--- src/rtl/dbgtr_pkg.sv ---
package dbgtr_pkg;

  localparam int unsigned ADDR_WIDTH   = 16;
  localparam int unsigned DATA_WIDTH   = 8;
  localparam int unsigned REG_AW       = 4;
  localparam int unsigned TRACE_DEPTH  = 8;
  localparam int unsigned TRACE_CNT_W  = 4;

  localparam logic [3:0] OFS_CMP_A_HI   = 4'h0;
  localparam logic [3:0] OFS_CMP_A_LO   = 4'h1;
  localparam logic [3:0] OFS_CMP_B_HI   = 4'h2;
  localparam logic [3:0] OFS_CMP_B_LO   = 4'h3;
  localparam logic [3:0] OFS_TRIG_CTRL  = 4'h4;
  localparam logic [3:0] OFS_DBG_CTRL   = 4'h5;
  localparam logic [3:0] OFS_DBG_STATUS = 4'h6;
  localparam logic [3:0] OFS_INT_STATUS = 4'h7;
  localparam logic [3:0] OFS_INT_MASK   = 4'h8;

  localparam int unsigned TC_BEGIN_BIT  = 7;
  localparam int unsigned TC_TRIGGER_KIND_SELECT_BIT = 6;
  localparam int unsigned TC_MODE_LSB   = 0;
  localparam int unsigned DC_ARM_BIT    = 7;
  localparam int unsigned DC_BREAKPOINT_REQUEST_ENABLE_BIT  = 6;
  localparam int unsigned DC_TAG_BIT    = 5;
  localparam int unsigned DS_AF_BIT     = 7;
  localparam int unsigned DS_BF_BIT     = 6;
  localparam int unsigned DS_ARMED_BIT  = 5;
  localparam int unsigned DS_TRIG_BIT   = 4;
  localparam int unsigned DS_FULL_BIT   = 3;
  localparam int unsigned DS_BREAK_BIT  = 2;
  localparam int unsigned IRQ_TRIG_BIT  = 0;
  localparam int unsigned IRQ_FULL_BIT  = 1;
  localparam int unsigned IRQ_BREAK_BIT = 2;

  localparam logic [1:0] MODE_A_NOT_B   = 2'h0;
  localparam logic [1:0] MODE_INSIDE    = 2'h1;
  localparam logic [1:0] MODE_OUTSIDE   = 2'h2;

  localparam logic [15:0] CMP_RESET     = 16'h0000;
  localparam logic [7:0]  REG8_RESET    = 8'h00;
  localparam logic [1:0]  MODE_RESET    = 2'h0;

endpackage : dbgtr_pkg

--- src/rtl/dbgtr_compare.sv ---
`timescale 1ns/1ps
`default_nettype none
module dbgtr_compare
(
  input  wire logic [15:0] value,
  input  wire logic [15:0] ref_value,
  output logic             equal,
  output logic             ref_le_value,
  output logic             value_le_ref
);

  always_comb
  begin
    equal        = (value == ref_value);
    ref_le_value = (ref_value <= value);
    value_le_ref = (value <= ref_value);
  end

endmodule : dbgtr_compare
`default_nettype wire

--- src/rtl/dbgtr_trace_count.sv ---
`timescale 1ns/1ps
`default_nettype none
module dbgtr_trace_count
(
  input  wire logic ref_clk,
  input  wire logic reset,
  input  wire logic clear,
  input  wire logic store,
  output logic      full
);

  logic [dbgtr_pkg::TRACE_CNT_W-1:0] count_reg;

  // Counting saturates at the depth so a late store cannot wrap it.
  always_ff @(posedge ref_clk)
  begin
    if (reset || clear)
      count_reg <= '0;
    else if (store && !full)
      count_reg <= count_reg + 1'b1;
  end

  always_comb
  begin
    full = (count_reg == dbgtr_pkg::TRACE_CNT_W'(dbgtr_pkg::TRACE_DEPTH));
  end

endmodule : dbgtr_trace_count
`default_nettype wire

--- src/rtl/dbgtr_run_control.sv ---
// Behaviour
// - A-and-not-B mode: comparator A watches address, comparator B watches data.
// - A-and-not-B: A match with B mismatch in one cycle sets both flags.
// - A-and-not-B: only one of the two conditions leaves both flags unchanged.
// - Tagged end-trigger in A-and-not-B triggers on comparator A matches alone.
// - Inside range: A at most address at most B sets both flags.
// - Inside range: only one bound met sets no flag.
// - Outside range: address below A or above B sets that comparator's flag.
// - Run type comes from begin, trigger kind, breakpoint enable and tag.
// - End-trigger on address without break: trace until trigger, CPU runs.
// - End-trigger on address with break, no tag: trace until trigger, then break.
// - End-trigger on opcode without break: trace until opcode executes, CPU runs.
// - End-trigger on opcode with break and tag: trace until opcode, then break.
// - Begin-trigger on address without break: trace starts at trigger, CPU runs.
// - Begin-trigger on address with break, no tag: start at trigger, break when full.
// - Begin-trigger on opcode without break: trace starts at opcode, CPU runs.
// - Begin-trigger on opcode with break, no tag: break when trace full.
//
// Design decisions made here: the address map and the plain strobed port.
`timescale 1ns/1ps
`default_nettype none
module dbgtr_run_control
(
  input  wire logic        ref_clk,
  input  wire logic        reset,
  input  wire logic [3:0]  reg_addr,
  input  wire logic [7:0]  reg_wdata,
  input  wire logic        reg_write,
  input  wire logic        reg_read,
  output logic      [7:0]  reg_rdata,
  input  wire logic [15:0] cpu_addr,
  input  wire logic [7:0]  cpu_data,
  input  wire logic        cpu_bus_cycle,
  input  wire logic        cpu_opcode_exec,
  output logic             trace_store,
  output logic             trace_active,
  output logic             cpu_break_req,
  output logic             irq
);

  typedef enum logic [3:0]
  {
    ST_IDLE    = 4'b0001,
    ST_WAIT    = 4'b0010,
    ST_CAPTURE = 4'b0100,
    ST_DONE    = 4'b1000
  } dbgtr_state_type;

  dbgtr_state_type state_reg;
  dbgtr_state_type state_next;

  logic [15:0] cmp_a_reg;
  logic [15:0] cmp_b_reg;
  logic        begin_reg;
  logic        trigger_kind_select_reg;
  logic [1:0]  mode_reg;
  logic        breakpoint_request_enable_reg;
  logic        tag_reg;
  logic        comparator_a_flag;
  logic        comparator_b_flag;
  logic        triggered_reg;
  logic        break_reg;
  logic [2:0]  int_status_reg;
  logic [2:0]  int_mask_reg;

  logic        a_addr_eq;
  logic        a_le_addr;
  logic        addr_le_a;
  logic        b_le_addr;
  logic        addr_le_b;
  logic        b_data_eq;
  logic        set_af;
  logic        set_bf;
  logic        trigger_hit;
  logic        trigger_event;
  logic        store_now;
  logic        fifo_full;
  logic        break_event;
  logic        full_event;
  logic        arm_write;
  logic        disarm_write;
  logic        ctrl_write;

  function automatic logic is_write(input logic [3:0] offset);
    is_write = reg_write && (reg_addr == offset);
  endfunction : is_write

  dbgtr_compare u_cmp_a
  (
    .value        (cpu_addr),
    .ref_value    (cmp_a_reg),
    .equal        (a_addr_eq),
    .ref_le_value (a_le_addr),
    .value_le_ref (addr_le_a)
  );

  dbgtr_compare u_cmp_b
  (
    .value        (cpu_addr),
    .ref_value    (cmp_b_reg),
    .equal        (),
    .ref_le_value (b_le_addr),
    .value_le_ref (addr_le_b)
  );

  dbgtr_trace_count u_trace_count
  (
    .ref_clk (ref_clk),
    .reset   (reset),
    .clear   (arm_write),
    .store   (store_now),
    .full    (fifo_full)
  );

  always_comb
  begin
    ctrl_write   = is_write(dbgtr_pkg::OFS_DBG_CTRL);
    arm_write    = ctrl_write && reg_wdata[dbgtr_pkg::DC_ARM_BIT];
    disarm_write = ctrl_write && !reg_wdata[dbgtr_pkg::DC_ARM_BIT];
    b_data_eq    = (cpu_data == cmp_b_reg[7:0]);
  end

  // Flag setting per trigger mode; the unused mode code never sets a flag.
  always_comb
  begin
    set_af = 1'b0;
    set_bf = 1'b0;
    if (cpu_bus_cycle)
    begin
      unique case (mode_reg)
        dbgtr_pkg::MODE_A_NOT_B:
        begin
          set_af = a_addr_eq && !b_data_eq;
          set_bf = a_addr_eq && !b_data_eq;
        end
        dbgtr_pkg::MODE_INSIDE:
        begin
          set_af = a_le_addr && addr_le_b;
          set_bf = a_le_addr && addr_le_b;
        end
        dbgtr_pkg::MODE_OUTSIDE:
        begin
          set_af = !a_le_addr;
          set_bf = !addr_le_b;
        end
        default:
        begin
          set_af = 1'b0;
          set_bf = 1'b0;
        end
      endcase
    end
  end

  // A tagged end-trigger in A-and-not-B mode looks at comparator A only.
  always_comb
  begin
    if (tag_reg && !begin_reg && (mode_reg == dbgtr_pkg::MODE_A_NOT_B))
      trigger_hit = cpu_bus_cycle && a_addr_eq;
    else
      trigger_hit = set_af || set_bf;
    if (trigger_kind_select_reg)
      trigger_event = trigger_hit && cpu_opcode_exec;
    else
      trigger_event = trigger_hit;
  end

  // Capture runs before the trigger for end runs and after it for begin runs.
  always_comb
  begin
    store_now = cpu_bus_cycle && !fifo_full &&
                (((state_reg == ST_WAIT) && !begin_reg) ||
                 (state_reg == ST_CAPTURE));
  end

  // Break decision from the run type; the unused combinations never break.
  always_comb
  begin
    break_event = 1'b0;
    full_event  = 1'b0;
    if ((state_reg == ST_WAIT) && trigger_event && !begin_reg && breakpoint_request_enable_reg)
      break_event = trigger_kind_select_reg ? tag_reg : !tag_reg;
    if ((state_reg == ST_CAPTURE) && fifo_full)
    begin
      full_event  = 1'b1;
      break_event = breakpoint_request_enable_reg && !tag_reg;
    end
  end

  always_comb
  begin
    state_next = state_reg;
    unique case (state_reg)
      ST_IDLE:
        if (arm_write)
          state_next = ST_WAIT;
      ST_WAIT:
        if (disarm_write)
          state_next = ST_IDLE;
        else if (trigger_event)
          state_next = begin_reg ? ST_CAPTURE : ST_DONE;
      ST_CAPTURE:
        if (disarm_write)
          state_next = ST_IDLE;
        else if (fifo_full)
          state_next = ST_DONE;
      ST_DONE:
        if (disarm_write)
          state_next = ST_IDLE;
        else if (arm_write)
          state_next = ST_WAIT;
      default:
        state_next = ST_IDLE;
    endcase
  end

  always_ff @(posedge ref_clk)
  begin
    if (reset)
      state_reg <= ST_IDLE;
    else
      state_reg <= state_next;
  end

  always_ff @(posedge ref_clk)
  begin
    if (reset)
    begin
      cmp_a_reg <= dbgtr_pkg::CMP_RESET;
      cmp_b_reg <= dbgtr_pkg::CMP_RESET;
    end
    else
    begin
      if (is_write(dbgtr_pkg::OFS_CMP_A_HI))
        cmp_a_reg[15:8] <= reg_wdata;
      if (is_write(dbgtr_pkg::OFS_CMP_A_LO))
        cmp_a_reg[7:0] <= reg_wdata;
      if (is_write(dbgtr_pkg::OFS_CMP_B_HI))
        cmp_b_reg[15:8] <= reg_wdata;
      if (is_write(dbgtr_pkg::OFS_CMP_B_LO))
        cmp_b_reg[7:0] <= reg_wdata;
    end
  end

  always_ff @(posedge ref_clk)
  begin
    if (reset)
    begin
      begin_reg  <= 1'b0;
      trigger_kind_select_reg <= 1'b0;
      mode_reg   <= dbgtr_pkg::MODE_RESET;
      breakpoint_request_enable_reg  <= 1'b0;
      tag_reg    <= 1'b0;
    end
    else
    begin
      if (is_write(dbgtr_pkg::OFS_TRIG_CTRL))
      begin
        begin_reg  <= reg_wdata[dbgtr_pkg::TC_BEGIN_BIT];
        trigger_kind_select_reg <= reg_wdata[dbgtr_pkg::TC_TRIGGER_KIND_SELECT_BIT];
        mode_reg   <= reg_wdata[dbgtr_pkg::TC_MODE_LSB +: 2];
      end
      if (ctrl_write)
      begin
        breakpoint_request_enable_reg <= reg_wdata[dbgtr_pkg::DC_BREAKPOINT_REQUEST_ENABLE_BIT];
        tag_reg   <= reg_wdata[dbgtr_pkg::DC_TAG_BIT];
      end
    end
  end

  // Arming clears the flags; a match in the same cycle sets them only if already in ST_WAIT.
  always_ff @(posedge ref_clk)
  begin
    if (reset)
    begin
      comparator_a_flag <= 1'b0;
      comparator_b_flag <= 1'b0;
    end
    else
    begin
      comparator_a_flag <= (comparator_a_flag && !arm_write) ||
                           (set_af && (state_reg == ST_WAIT));
      comparator_b_flag <= (comparator_b_flag && !arm_write) ||
                           (set_bf && (state_reg == ST_WAIT));
    end
  end

  always_ff @(posedge ref_clk)
  begin
    if (reset)
    begin
      triggered_reg <= 1'b0;
      break_reg     <= 1'b0;
    end
    else
    begin
      triggered_reg <= (triggered_reg && !arm_write && !disarm_write) ||
                       ((state_reg == ST_WAIT) && trigger_event);
      // The break request holds until software disarms or re-arms, so the core cannot miss it.
      break_reg     <= (break_reg && !disarm_write && !arm_write) ||
                       break_event;
    end
  end

  always_ff @(posedge ref_clk)
  begin
    if (reset)
    begin
      trace_store   <= 1'b0;
      trace_active  <= 1'b0;
      cpu_break_req <= 1'b0;
    end
    else
    begin
      trace_store   <= store_now;
      trace_active  <= ((state_next == ST_WAIT) && !begin_reg) ||
                       (state_next == ST_CAPTURE);
      cpu_break_req <= (break_reg && !disarm_write && !arm_write) || break_event;
    end
  end

  // Event bits are write-one-to-clear; a new event in the clearing cycle wins.
  always_ff @(posedge ref_clk)
  begin
    if (reset)
    begin
      int_status_reg <= 3'h0;
      int_mask_reg   <= 3'h0;
      irq            <= 1'b0;
    end
    else
    begin
      int_status_reg[dbgtr_pkg::IRQ_TRIG_BIT] <=
        (int_status_reg[dbgtr_pkg::IRQ_TRIG_BIT] &&
         !(is_write(dbgtr_pkg::OFS_INT_STATUS) && reg_wdata[dbgtr_pkg::IRQ_TRIG_BIT])) ||
        ((state_reg == ST_WAIT) && trigger_event);
      int_status_reg[dbgtr_pkg::IRQ_FULL_BIT] <=
        (int_status_reg[dbgtr_pkg::IRQ_FULL_BIT] &&
         !(is_write(dbgtr_pkg::OFS_INT_STATUS) && reg_wdata[dbgtr_pkg::IRQ_FULL_BIT])) ||
        full_event;
      int_status_reg[dbgtr_pkg::IRQ_BREAK_BIT] <=
        (int_status_reg[dbgtr_pkg::IRQ_BREAK_BIT] &&
         !(is_write(dbgtr_pkg::OFS_INT_STATUS) && reg_wdata[dbgtr_pkg::IRQ_BREAK_BIT])) ||
        break_event;
      if (is_write(dbgtr_pkg::OFS_INT_MASK))
        int_mask_reg <= reg_wdata[2:0];
      irq <= |(int_status_reg & int_mask_reg);
    end
  end

  always_ff @(posedge ref_clk)
  begin
    if (reset)
      reg_rdata <= dbgtr_pkg::REG8_RESET;
    else if (reg_read)
    begin
      unique case (reg_addr)
        dbgtr_pkg::OFS_CMP_A_HI:   reg_rdata <= cmp_a_reg[15:8];
        dbgtr_pkg::OFS_CMP_A_LO:   reg_rdata <= cmp_a_reg[7:0];
        dbgtr_pkg::OFS_CMP_B_HI:   reg_rdata <= cmp_b_reg[15:8];
        dbgtr_pkg::OFS_CMP_B_LO:   reg_rdata <= cmp_b_reg[7:0];
        dbgtr_pkg::OFS_TRIG_CTRL:  reg_rdata <= {begin_reg, trigger_kind_select_reg, 4'h0, mode_reg};
        dbgtr_pkg::OFS_DBG_CTRL:   reg_rdata <= {(state_reg != ST_IDLE), breakpoint_request_enable_reg,
                                                 tag_reg, 5'h00};
        dbgtr_pkg::OFS_DBG_STATUS: reg_rdata <= {comparator_a_flag, comparator_b_flag,
                                                 (state_reg != ST_IDLE), triggered_reg,
                                                 fifo_full, break_reg, 2'h0};
        dbgtr_pkg::OFS_INT_STATUS: reg_rdata <= {5'h00, int_status_reg};
        dbgtr_pkg::OFS_INT_MASK:   reg_rdata <= {5'h00, int_mask_reg};
        default:                   reg_rdata <= 8'h00;
      endcase
    end
    else
      reg_rdata <= 8'h00;
  end

endmodule : dbgtr_run_control
`default_nettype wire

--- config.mk ---
export PLATFORM = sky130hd
export DESIGN_NAME = dbgtr_run_control
export DESIGN_NICKNAME = d
export VERILOG_FILES = /design/src/rtl/dbgtr_pkg.sv /design/src/rtl/dbgtr_compare.sv /design/src/rtl/dbgtr_trace_count.sv /design/src/rtl/dbgtr_run_control.sv
export SDC_FILE = /design/constraint.sdc
export NUM_CORES = 1
export LEC_CHECK = 0
export ABC_AREA = 1
export ABC_CLOCK_PERIOD_IN_PS = 3900
export BUFFER_PORTS_ARGS = -buffer_cell sky130_fd_sc_hd__buf_2
export CORE_ASPECT_RATIO = 0.8
export CORE_MARGIN = 8
export CORE_UTILIZATION = 30
export CTS_CLUSTER_SIZE = 8
export DETAILED_ROUTE_END_ITERATION = 8
export GPL_TIMING_DRIVEN = 0
export PLACE_DENSITY = 0.43
export SETUP_SLACK_MARGIN = 0.4
export SLEW_MARGIN = 20
export SYNTH_ARGS = -nofsm -noshare
export SYNTH_HDL_FRONTEND = slang
export SYNTH_SLANG_ARGS = --single-unit
export TNS_END_PERCENT = 10
--- constraint.sdc ---
create_clock -name ref_clk -period 3.9 [get_ports ref_clk]
set_input_delay 1.17 -clock ref_clk [delete_from_list [all_inputs] [get_ports ref_clk]]
set_output_delay 1.17 -clock ref_clk [all_outputs]
set_load 0.02 [all_outputs]
## Yosys cells after proc, flatten, opt, wreduce, memory -nomap -nowiden

Cells that the tools add are included.

| cells by class | value |
|---|---|
| add/subtract/negate cells | 1 |
| order comparisons | 2 |
| equality and inequality tests | 20 |
| muxes and demuxes | 19 |
| bitwise operators | 2 |
| reduce and logical (&&, ||, !) cells | 67 |

Operators with widths:

| operator | number |
|---|---|
| one-hot mux 8 bit (9 select lines) | 1 |
| logical AND 1 bit | 40 |
| <= comparator 16 bit | 2 |
| two-way mux 4 bit | 7 |
| == test 4 x 3 -> 1 bit (second input constant) | 6 |
| == test 16 bit | 1 |
| == test 4 x 2 -> 1 bit (second input constant) | 4 |
| one-hot mux 4 bit (4 select lines) | 1 |
| == test 4 bit (second input constant) | 3 |
| logical NOT 1 bit | 12 |
| logical OR 1 bit | 11 |
| == test 4 x 1 -> 1 bit (second input constant) | 2 |
| == test 8 bit | 1 |
| two-way mux 1 bit | 8 |
| one-hot mux 1 bit (3 select lines) | 2 |
| adder 4 x 1 -> 4 bit (second input constant) | 1 |
| logical NOT 4 bit | 1 |
| inequality test 4 x 1 -> 1 bit (second input constant) | 1 |
| AND 3 bit | 1 |
| OR reduction 3 bit | 1 |
| == test 2 x 1 -> 1 bit (second input constant) | 1 |
| == test 2 bit (second input constant) | 1 |
| logical NOT 2 bit | 1 |
| OR reduction 2 bit | 1 |
| inverter 1 bit | 1 |

| word-level totals | value |
|---|---|
| register bits | 67 |
| input bits | 42 |

## Logic depth before layout (Yosys ltp)

Gate-level depths: netlist of run 1.

| logic depth | value |
|---|---|
| word-level depth | 15 |
| mapped depth | 23 |
| mapped depth without buffers | 23 |

## By module

Synthesis of run 1 repeated with hierarchy kept, for this count alone.

| unflattened totals | value |
|---|---|
| cells, all modules | 609 |
| area total of the unflattened synthesis | 4,121.5 sq um |

Modules (own cells, without submodules):

| module | instances | cells an instance | area each (sq um) |
|---|---|---|---|
| dbgtr_run_control | 1 | 412 | 2,931.6 |
| dbgtr_compare | 2 | 82 | 483.0 |
| dbgtr_trace_count | 1 | 33 | 224.0 |

## Worst setup path after synthesis of run 1

Ideal clock, no wire load.

| timing path | value |
|---|---|
| path type | input to register |
| start point | in cpu_addr[15] |
| end point | reg trace_active |
| data arrival time | 2,653 ps |
| path slack | 1,120 ps |
| stages | 19 |
| buffers on the path | 0 |
| cell sequence | inv_1 > ha_1 > nand2_2 > nor2_4 > nand2_2 > nor2_4 > nand4_2 > clkinv_1 > nand3_2 > nand2_1 > inv_1 > nand2_1 > nand2_1 > nand3_2 > nand2_2 > nand2_1 > a21oi_2 > nor2_1 > nor2_1 |

| on the way | value |
|---|---|
| word-level cells in the longest chain between the ends | 14 |
| elaborated cells between the ends (all ways) | 23 |
| those cells by class | order compare: 2; eq/ne: 3; mux: 9; reduce/logical: 9 |

RTL lines:

| element | RTL line | source |
|---|---|---|
| start, declared | dbgtr_run_control.sv:31 | `input wire logic [15:0] cpu_addr,` |
| <= comparator 16 bit (tied with other cells) | dbgtr_compare.sv:15 | `ref_le_value = (ref_value <= value);` |
| logical NOT 1 bit (tied with other cells) | dbgtr_run_control.sv:143 | `set_af = !a_le_addr;` |
| one-hot mux 1 bit (3 select lines) | dbgtr_run_control.sv:130 | `unique case (mode_reg)` |
| two-way mux 1 bit | dbgtr_run_control.sv:128 | `if (cpu_bus_cycle)` |
| logical OR 1 bit | dbgtr_run_control.sv:161 | `trigger_hit = set_af \|\| set_bf;` |
| two-way mux 1 bit * | dbgtr_run_control.sv:158 | `if (tag_reg && !begin_reg && (mode_reg == dbgtr_pkg::MODE_A_NOT_B))` |
| logical AND 1 bit | dbgtr_run_control.sv:163 | `trigger_event = trigger_hit && cpu_opcode_exec;` |
| two-way mux 1 bit * | dbgtr_run_control.sv:162 | `if (trigger_kind_select_reg)` |
| two-way mux 4 bit * | dbgtr_run_control.sv:200 | `else if (trigger_event)` |
| two-way mux 4 bit * | dbgtr_run_control.sv:198 | `if (disarm_write)` |
| one-hot mux 4 bit (4 select lines) * | dbgtr_run_control.sv:193 | `unique case (state_reg)` |
| == test 4 x 2 -> 1 bit | dbgtr_run_control.sv:316 | `trace_active <= ((state_next == ST_WAIT) && !begin_reg) \|\|` |
| logical AND 1 bit | dbgtr_run_control.sv:316 |  |
| logical OR 1 bit * | dbgtr_run_control.sv:316 |  |
| end signal, assigned | dbgtr_run_control.sv:316 |  |
| end, declared | dbgtr_run_control.sv:36 | `output logic trace_active,` |

Every way passes the cells marked *; elsewhere a longest branch is shown, timed or not.
A chain may end at the register's enable or synchronous reset.

## Final worst setup path of run 1

| timing path | value |
|---|---|
| start point | in cpu_addr[11] |
| end point | reg trace_active |

The elaborated chain is that of the path after synthesis.

==> results.cfg, run 1 <==
[cts]
ctsHtreeMaxLevel = 3
cts_resized = 0
cts_setup_buffers = 0
cts_tree = done
numCtsBuffers = 9
clock-root-buffer = clkbuf_16
cts_hold_buf = 0
clk_latency_ps = 330
cts_buffer_depth = 2
cts_sinks = 67
path_clk_slew_ps = 60

[detailed_routing]
wire_per_inst_um = 16.2
drt-vias-per-instance = 4.78
vias = 3770
drt_iter0_drc = 235
first_pass_iters = 4
drc = 0
ant_nets = 0
drt-total-wl_um = 12800

[sta]
setup-tns-final_ps = 0
worst_slew_pin_slew_ps = 571
fin_crit_sh = 0.789
fin_ws_ps = 823
relSlewSlack = 0.620
rsz0062_at_grt = no
max_freq_mhz = 325
fin_skew_ps = 10.3
slew_viol_final = 0
setup_viol = 0
fin_crit_ps = 3080
finalHoldViolCount = 0

[flow_run]
drv_cap = 0

[global_route]
grt_pass1_wl_um = 20100
grt_max_degree = 13
gr-total-overflow = 0
antenna_found_initial = 0
grt_pass1_vias = 3689
grtUsageTotal = 0.160

[synthesis]
synth_cell_types = 33
ys_ff_latch = 67
synth_fp_nets = 623
ys.flop_type = dfxtp_1
avgSynthCellArea_sq_um = 7.03
async_flop_share = 0
syn_inst = 547
synth_seq_area_share = 0.349
synth-edff-count = 0
ys_warn_count = 0
synth_area_sq_mm = 0.00385

[cells_and_area]
nets = 685
drive_above_1_share = 0.130
layout_common_cells = 95 x nand2_1, 93 x inv_1, 70 x a21oi_1
final_core_util = 0.364
final_cell_area_sq_mm = 0.00462
multi_input_area_sq_mm = 0.00210
nFillCells = 1417
final_common_cell = nand2_1
syn_to_final_growth_pct = 20.0
antennaDiodeCount = 0
ff_latch_area_sq_mm = 0.00134

[placement]
numPortBuffers = 51
place_ws_ps = 456
gp_congestion = 0.848
dp_hpwl_um = 10200
dpl_cell_area_sq_mm = 0.00432

[worst_hold_path]
holdCritPathClass = reg2reg
min-delay-start = u_trace_count.count_reg[3]
holdPathStages = 2
hold_end = u_trace_count.count_reg[3]

[die]
pin_count = 54
die_area_sq_mm = 0.0167
row_count = 37
chipWidth_um = 143
start_util = 0.303
fp.dieH_um = 117
core_area_sq_mm = 0.0127

[critical_path]
arrival_ps = 3270
end_kind = flop
crit_slowest_cell = nor3_1
r2r_start = cmp_b_reg[11]
critPathMaxStageDelay_ps = 420
cpMostUsedCell = nand2_1
crit_required_ps = 4100
reg2regPathDepth = 17
start_kind = input port
path_class = in2reg
crit_fanout = 4
reg2reg_to = trace_active
crit_chain = buf_2 > ha_1 > nand4_1 > nor3_1 > nand3_1 > nand3_1 > nand2_1 > inv_1 > nand2_1 > nand2_1 > nand3_2 > nand2_2 > nand2_1 > nand3_2 > nand2_1 > nor2_1 > nor2_1
rrSetupSlack_ps = 1400

[pwr]
p_per_area_mw_per_mm2 = 360
vdd_drop_max_v = 0.000233
leakagePower_nw = 2.01

[outcome]
status = finished, final reports clean
worst max path at each step:
stage / end / start
CTS: trace_active / cpu_addr[11]
global placement: trace_active / cpu_addr[11]
floorplan: trace_active / cpu_addr[15]
global route: trace_active / cpu_addr[11]
detailed placement: trace_active / cpu_addr[11]
finish: trace_active / cpu_addr[11]
cell type report:
type                            instances  area share
Tap cell                              175      0.0474
Timing Repair Buffer                   51      0.0553
Multi-Input combinational cell        373       0.455
Clock buffer                           10      0.0496
Buffer                                 12      0.0100
Clock inverter                          6      0.0144
Inverter                               95      0.0773
Sequential cell                        67       0.291
logic make-up (layout without fill, tap and decap cells):
logic type,count (synthesis),after routing,share of synthesized area
buffers and inverters,107,174,0.105
xor gates and xnor gates,8,8,0.0182
and+or+nand+nor,187,187,0.212
AOI/OAI and AO/OA,144,144,0.206
DFF,67,67,0.349
adders and majority gates,34,34,0.111
critical path: cells and delay by family:
| kind | cells | cell delay, ps |
|---|---|---|
| AND/OR/NAND/NOR | 14 | 1640 |
| adder cells (fa/ha/maj) | 1 | 300 |
| buffers and inverters | 2 | 150 |
where the power goes:
group / switching (mW) / internal (mW)
registers: 0.00686 / 0.694
clock network: 0.304 / 0.496
logic: 0.106 / 0.0558
layer usage:
metal,GRT usage,up-vias,part of all wire
li1,-,1937,-
met1,0.224,1712,0.50
met2,0.240,113,0.42
met3,0.0405,8,0.077
met4,0.0410,0,0.0091
met5,0,-,0
stage by stage:
stage | power [mW] | hold slack [ps] | std cells
finish | 1.66 | 473 | 789
global route | 1.73 | 502 | 789
CTS | 1.68 | 475 | 789
detailed placement | 0.877 | 464 | 773
global placement | 0.874 | 454 | 773
floorplan | 0.807 | 439 | 547
Yosys cell counts (3+ instances only):
library cell | instances | share of area
nand3_1 | 30 | 0.039
dfxtp_1 | 67 | 0.35
nand4_1 | 3 | 0.0049
ha_1 | 34 | 0.11
nand2_2 | 4 | 0.0065
xor2_1 | 4 | 0.0091
nor3_1 | 6 | 0.0078
xnor2_1 | 4 | 0.0091
nand2_1 | 95 | 0.093
o22ai_1 | 15 | 0.024
inv_1 | 93 | 0.091
o21ai_0 | 39 | 0.051
a21oi_1 | 70 | 0.091
nand3_2 | 4 | 0.010
nor2_1 | 41 | 0.040
a31oi_1 | 4 | 0.0065
clkbuf_1 | 11 | 0.011
(Power assumes the default switching activity.)
==> inputs of run 2 (changes only) <==
--- a/config.mk
+++ b/config.mk
@@ -5,8 +5,8 @@
 export SDC_FILE = /design/constraint.sdc
 export NUM_CORES = 1
 export LEC_CHECK = 0
-export ABC_AREA = 1
-export ABC_CLOCK_PERIOD_IN_PS = 3900
+export ABC_AREA = 0
+export ABC_CLOCK_PERIOD_IN_PS = 3200
 export BUFFER_PORTS_ARGS = -buffer_cell sky130_fd_sc_hd__buf_2
 export CORE_ASPECT_RATIO = 0.8
 export CORE_MARGIN = 8
==> constraint.sdc (replaced) <==
create_clock -name ref_clk -period 3.2 [get_ports ref_clk]
set_input_delay 0.96 -clock ref_clk [delete_from_list [all_inputs] [get_ports ref_clk]]
set_output_delay 0.96 -clock ref_clk [all_outputs]
set_load 0.02 [all_outputs]
==> results.cfg, run 2 <==
[cts]
path_clk_slew_ps = 50
ctsHtreeMaxLevel = 3
cts_buffer_depth = 2
cts_sinks = 67
cts_hold_buf = 0
clock-root-buffer = clkbuf_16
clk_latency_ps = 340
cts_tree = done
numCtsBuffers = 9

[critical_path]
crit_fanout = 5
path_class = in2reg
arrival_ps = 3160
end_kind = flop
crit_required_ps = 3460
start_kind = input port

[global_route]
antenna_found_initial = 0
use_met2 = 0.242
grt_pass1_vias = 3824
globalRouteMet1Util = 0.236
top_usage_layer = met2
gr-total-overflow = 0
grtUsageTotal = 0.166
met3_usage = 0.0458
grt_pass1_wl_um = 22400
grt_max_degree = 12

[cells_and_area]
layout_common_cells = 67 x dfxtp_1, 57 x nand2_1, 56 x a21oi_1
nets = 639
instances_no_fill = 743
syn_to_final_growth_pct = 26.7
antennaDiodeCount = 0
final_common_cell = dfxtp_1
drive_above_1_share = 0.195

[synthesis]
synth_cell_types = 53
synth-edff-count = 0
synth_seq_area_share = 0.335
synthTopCellsByArea = dfxtp_1 34%, ha_1 11%, a21oi_1 7.4%
ys.flop_type = dfxtp_1
ys_warn_count = 0
synth.most_common_cell = dfxtp_1
syn_inst = 498
ys_ff_latch = 67
synthTopCellsByCount = 67 x dfxtp_1, 59 x a21oi_1, 59 x nand2_1
synth_top_area_share = 0.335
avgSynthCellArea_sq_um = 8.03
yosys.area.top_type = dfxtp_1
synth_fp_nets = 574
synth_area_sq_mm = 0.00400
async_flop_share = 0

[placement]
place_inst = 722
dp_hpwl_um = 11100
numPortBuffers = 49
gp_congestion = 0.857

[sta]
worst_slew_pin_slew_ps = 1040
fin_skew_ps = 5.98
slew_viol_final = 0
setup_viol = 0
rsz0062_at_grt = yes
relSlewSlack = 0.300
finalHoldViolCount = 0
max_freq_mhz = 345
fin_crit_ps = 2900
fin_crit_sh = 0.907

[pwr]
vdd_drop_max_v = 0.000268
power_mw = 2.06
leakagePower_nw = 1.97
p_per_area_mw_per_mm2 = 408

[outcome]
status = finished, final reports clean

[die]
row_count = 37
pin_count = 54
die_area_sq_mm = 0.0173
core_area_sq_mm = 0.0130
start_util = 0.308
chipWidth_um = 145
fp.dieH_um = 119

[detailed_routing]
vias = 3882
drt-total-wl_um = 14200
drc = 0
ant_nets = 0
drt-vias-per-instance = 5.22
drt_iter0_drc = 360
wire_per_inst_um = 19.0
first_pass_iters = 5

[worst_hold_path]
holdCritPathClass = reg2reg

[flow_run]
drv_cap = 0
[run 2: cell count changes in the layout (fill, tap and decap cells not counted), sizes merged, moves of 7 or more]
cell    before  now
nand2       99   59
a21oi       71   60
xor2         4   11
inv         93   39
o22ai       15    1
o21ai       40   11
clkbuf      21   32
a22oi        1    8
nor2b        0   10
nor2        44   36
mux2i        0   20
[run 2: final timing paths]
check        cells past startpoint              start                end  slack, ps
max                             10        cpu_addr[9]      triggered_reg        300
min                              2  comparator_a_flag  comparator_a_flag        450
max reg2reg                     10       cmp_b_reg[7]      triggered_reg        470
min reg2reg                      2  comparator_a_flag  comparator_a_flag        450
[run 2: critical path, stage by stage]
cell and delay [ps]:
buf_8 100, ha_1 300, nand3_1 90, nand2_1 60, a221oi_2 340, o211ai_1 270
a21oi_4 270, mux2i_4 320, nand4_1 230, a21oi_1 210
[run 2: what timing repair did]
item                       CTS  global route
setup endpoints to repair   10            10
gates resized for setup     40             0
pin swaps                   21             0
buffers inserted             5             0
[run 2: cell type report]
class                           instances  area (sq um)
Multi-Input combinational cell        369          2640
Clock inverter                          5          53.8
Fill cell                            1375          7900
Clock buffer                           11           233
Tap cell                              175           219
Timing Repair Buffer                   54           342
Sequential cell                        67          1340
Buffer                                 23          86.3
Inverter                               39           154
[run 2: power breakdown]
part / internal (mW) / leakage, nW / total [mW] / switching [mW]
sequential: 0.842 / 0.540 / 0.852 / 0.00974
clock: 0.601 / 0.143 / 0.972 / 0.371
combinational: 0.0933 / 1.28 / 0.241 / 0.147
[run 2: per-stage QoR]
| stage | instance area, sq um | worst slack [ps] | setup TNS (ps) | hold WS [ps] | utilization |
|---|---|---|---|---|---|
| 2_1_floorplan | 4050 | 379 | 0 | 416 | - |
| 3_3_place_gp | 4510 | -279 | -1850 | 443 | 0.348 |
| 3_5_place_dp | 4510 | -244 | -1680 | 443 | 0.348 |
| 4_1_cts | 5060 | 298 | 0 | 451 | 0.390 |
| 5_1_grt | 5070 | 161 | 0 | 476 | 0.391 |
| 6_report | 5070 | 298 | 0 | 448 | 0.391 |
[run 2: logic make-up after synthesis]
| group | synth area share |
|---|---|
| buffers and inverters | 0.0582 |
| multiplexers | 0.0623 |
| adder cells (fa/ha/maj) | 0.106 |
| XOR/XNOR | 0.0263 |
| flip-flops | 0.335 |
| AND/OR/NAND/NOR | 0.229 |
| AO/OA/AOI/OAI | 0.183 |
[run 2: metal layers]
layer / vias to the layer above / part of all wire
met3: 10 / 0.074
met2: 126 / 0.42
met5: - / 0
met1: 1837 / 0.50
met4: 0 / 0.0071
li1: 1909 / -
==> inputs of run 3 (changes only) <==
--- a/config.mk
+++ b/config.mk
@@ -7,7 +7,7 @@
 export LEC_CHECK = 0
 export ABC_AREA = 0
 export ABC_CLOCK_PERIOD_IN_PS = 3200
-export BUFFER_PORTS_ARGS = -buffer_cell sky130_fd_sc_hd__buf_2
+export BUFFER_PORTS_ARGS = -buffer_cell sky130_fd_sc_hd__buf_4
 export CORE_ASPECT_RATIO = 0.8
 export CORE_MARGIN = 8
 export CORE_UTILIZATION = 30
==> results.cfg, run 3 (synthesized netlist as in run 2, its figures left out) <==
[critical_path]
start_kind = input port
arrival_ps = 3170
path_class = in2reg
crit_fanout = 6
end_kind = flop
crit_required_ps = 3470

[sta]
slew_viol_final = 0
fin_crit_sh = 0.908
relSlewSlack = 0.298
fin_crit_ps = 2900
finalHoldViolCount = 0
worst_slew_pin_slew_ps = 1040
max_freq_mhz = 344
setup-tns-final_ps = 0
holdWs_ps = 455
setup_viol = 0
fin_skew_ps = 7.74
rsz0062_at_grt = yes

[pwr]
p_per_area_mw_per_mm2 = 392
swShare = 0.259
clockPowerShare = 0.451
seqPwrFrac = 0.426
p_int_mw = 1.48
leakagePower_nw = 1.98
p_sw_mw = 0.519
vdd_drop_max_v = 0.000238
power.share.combinational = 0.123

[detailed_routing]
drt-total-wl_um = 14300
vias = 3880
ant_nets = 0
top_layer = met4
wl_met3_um = 893
wl_met1_um = 7230
wire_per_inst_um = 19.3
wl_met2_um = 6090
drc = 0
drt_iter0_drc = 304
drt-vias-per-instance = 5.23
first_pass_iters = 5

[global_route]
grt_max_degree = 12
antenna_found_initial = 0
gr-total-overflow = 0
grtUsageTotal = 0.165
grt_pass1_wl_um = 22000
grt_pass1_vias = 3846

[cts]
cts_sinks = 67
numCtsBuffers = 9
cts_tree = done
ctsHtreeMaxLevel = 3
clk_latency_ps = 340
clock-root-buffer = clkbuf_16
path_clk_slew_ps = 50
cts_buffer_depth = 2

[die]
chipWidth_um = 145
core_area_sq_mm = 0.0130
row_count = 37
die_area_sq_mm = 0.0173
start_util = 0.308
pin_count = 54
fp.dieH_um = 119

[cells_and_area]
nFillCells = 1372
antennaDiodeCount = 0
layout_common_cells = 67 x dfxtp_1, 59 x nand2_1, 57 x a21oi_1
final_common_cell = dfxtp_1
final_core_util = 0.395
drive_above_1_share = 0.185
syn_to_final_growth_pct = 27.9
nets = 638

[outcome]
status = finished, final reports clean

[worst_hold_path]
holdCritPathClass = reg2reg

[placement]
dp_hpwl_um = 11200
numPortBuffers = 49
gp_congestion = 0.851

[flow_run]
drv_cap = 0
run 3: path summary, 6_finish.rpt:
check | from | endpoint | slack, ps | depth (start not counted)
worst min-delay path | comparator_a_flag | comparator_a_flag | 450 | 2
worst max register to register | cmp_b_reg[9] | triggered_reg | 540 | 9
worst min register to register | comparator_a_flag | comparator_a_flag | 450 | 2
worst max-delay path | cpu_addr[9] | triggered_reg | 300 | 9
run 3: worst max-delay path: stages:
cell and delay, ps:
buf_8 100, ha_1 290, nand4_1 120, buf_4 170, or4_4 550, a21oi_4 220, mux2i_4 340, nand4_1 220
a21oi_1 190
run 3: power by group through the flow:
stage / combinational, mW / clock, mW / sequential, mW
5_1_grt: 0.271 / 0.967 / 0.853
3_3_place_gp: 0.216 / 0 / 0.870
4_1_cts: 0.231 / 0.922 / 0.852
3_5_place_dp: 0.220 / 0 / 0.870
6_report: 0.246 / 0.904 / 0.852
2_1_floorplan: 0.118 / 0 / 0.867
run 3: metal layers:
| metal | up-vias | track usage |
|---|---|---|
| met1 | 1856 | 0.234 |
| met3 | 11 | 0.0477 |
| met4 | 0 | 0.0350 |
| li1 | 1907 | - |
| met5 | - | 0 |
| met2 | 106 | 0.243 |
run 3: cell type report:
| cell class | instances | area, sq um | share of cell area |
|---|---|---|---|
| plain buffers | 23 | 86.3 | 0.0169 |
| clock buffers | 11 | 243 | 0.0475 |
| clock inverters | 5 | 28.8 | 0.00563 |
| inverters | 39 | 156 | 0.0306 |
| multi-input cells | 369 | 2620 | 0.511 |
| flip-flops and latches | 67 | 1340 | 0.262 |
| well taps | 175 | 219 | 0.0428 |
| repair buffers | 53 | 424 | 0.0829 |
run 3: timing repair:
item                       4_1_cts  5_1_grt
setup endpoints to repair       10       10
resized for setup               16       14
buffers inserted                 2        2
pin swaps                       12       17
hold buffers                     0        0
run 3: stage by stage:
step           cell area, sq um  power (mW)  setup WS, ps  cells
6_report                   5110        2.00           296    742
5_1_grt                    5110        2.09           187    742
4_1_cts                    4990        2.01           186    740
3_5_place_dp               4640        1.09          -274    722
3_3_place_gp               4640        1.09          -288    722
2_1_floorplan              4050       0.985           379    498
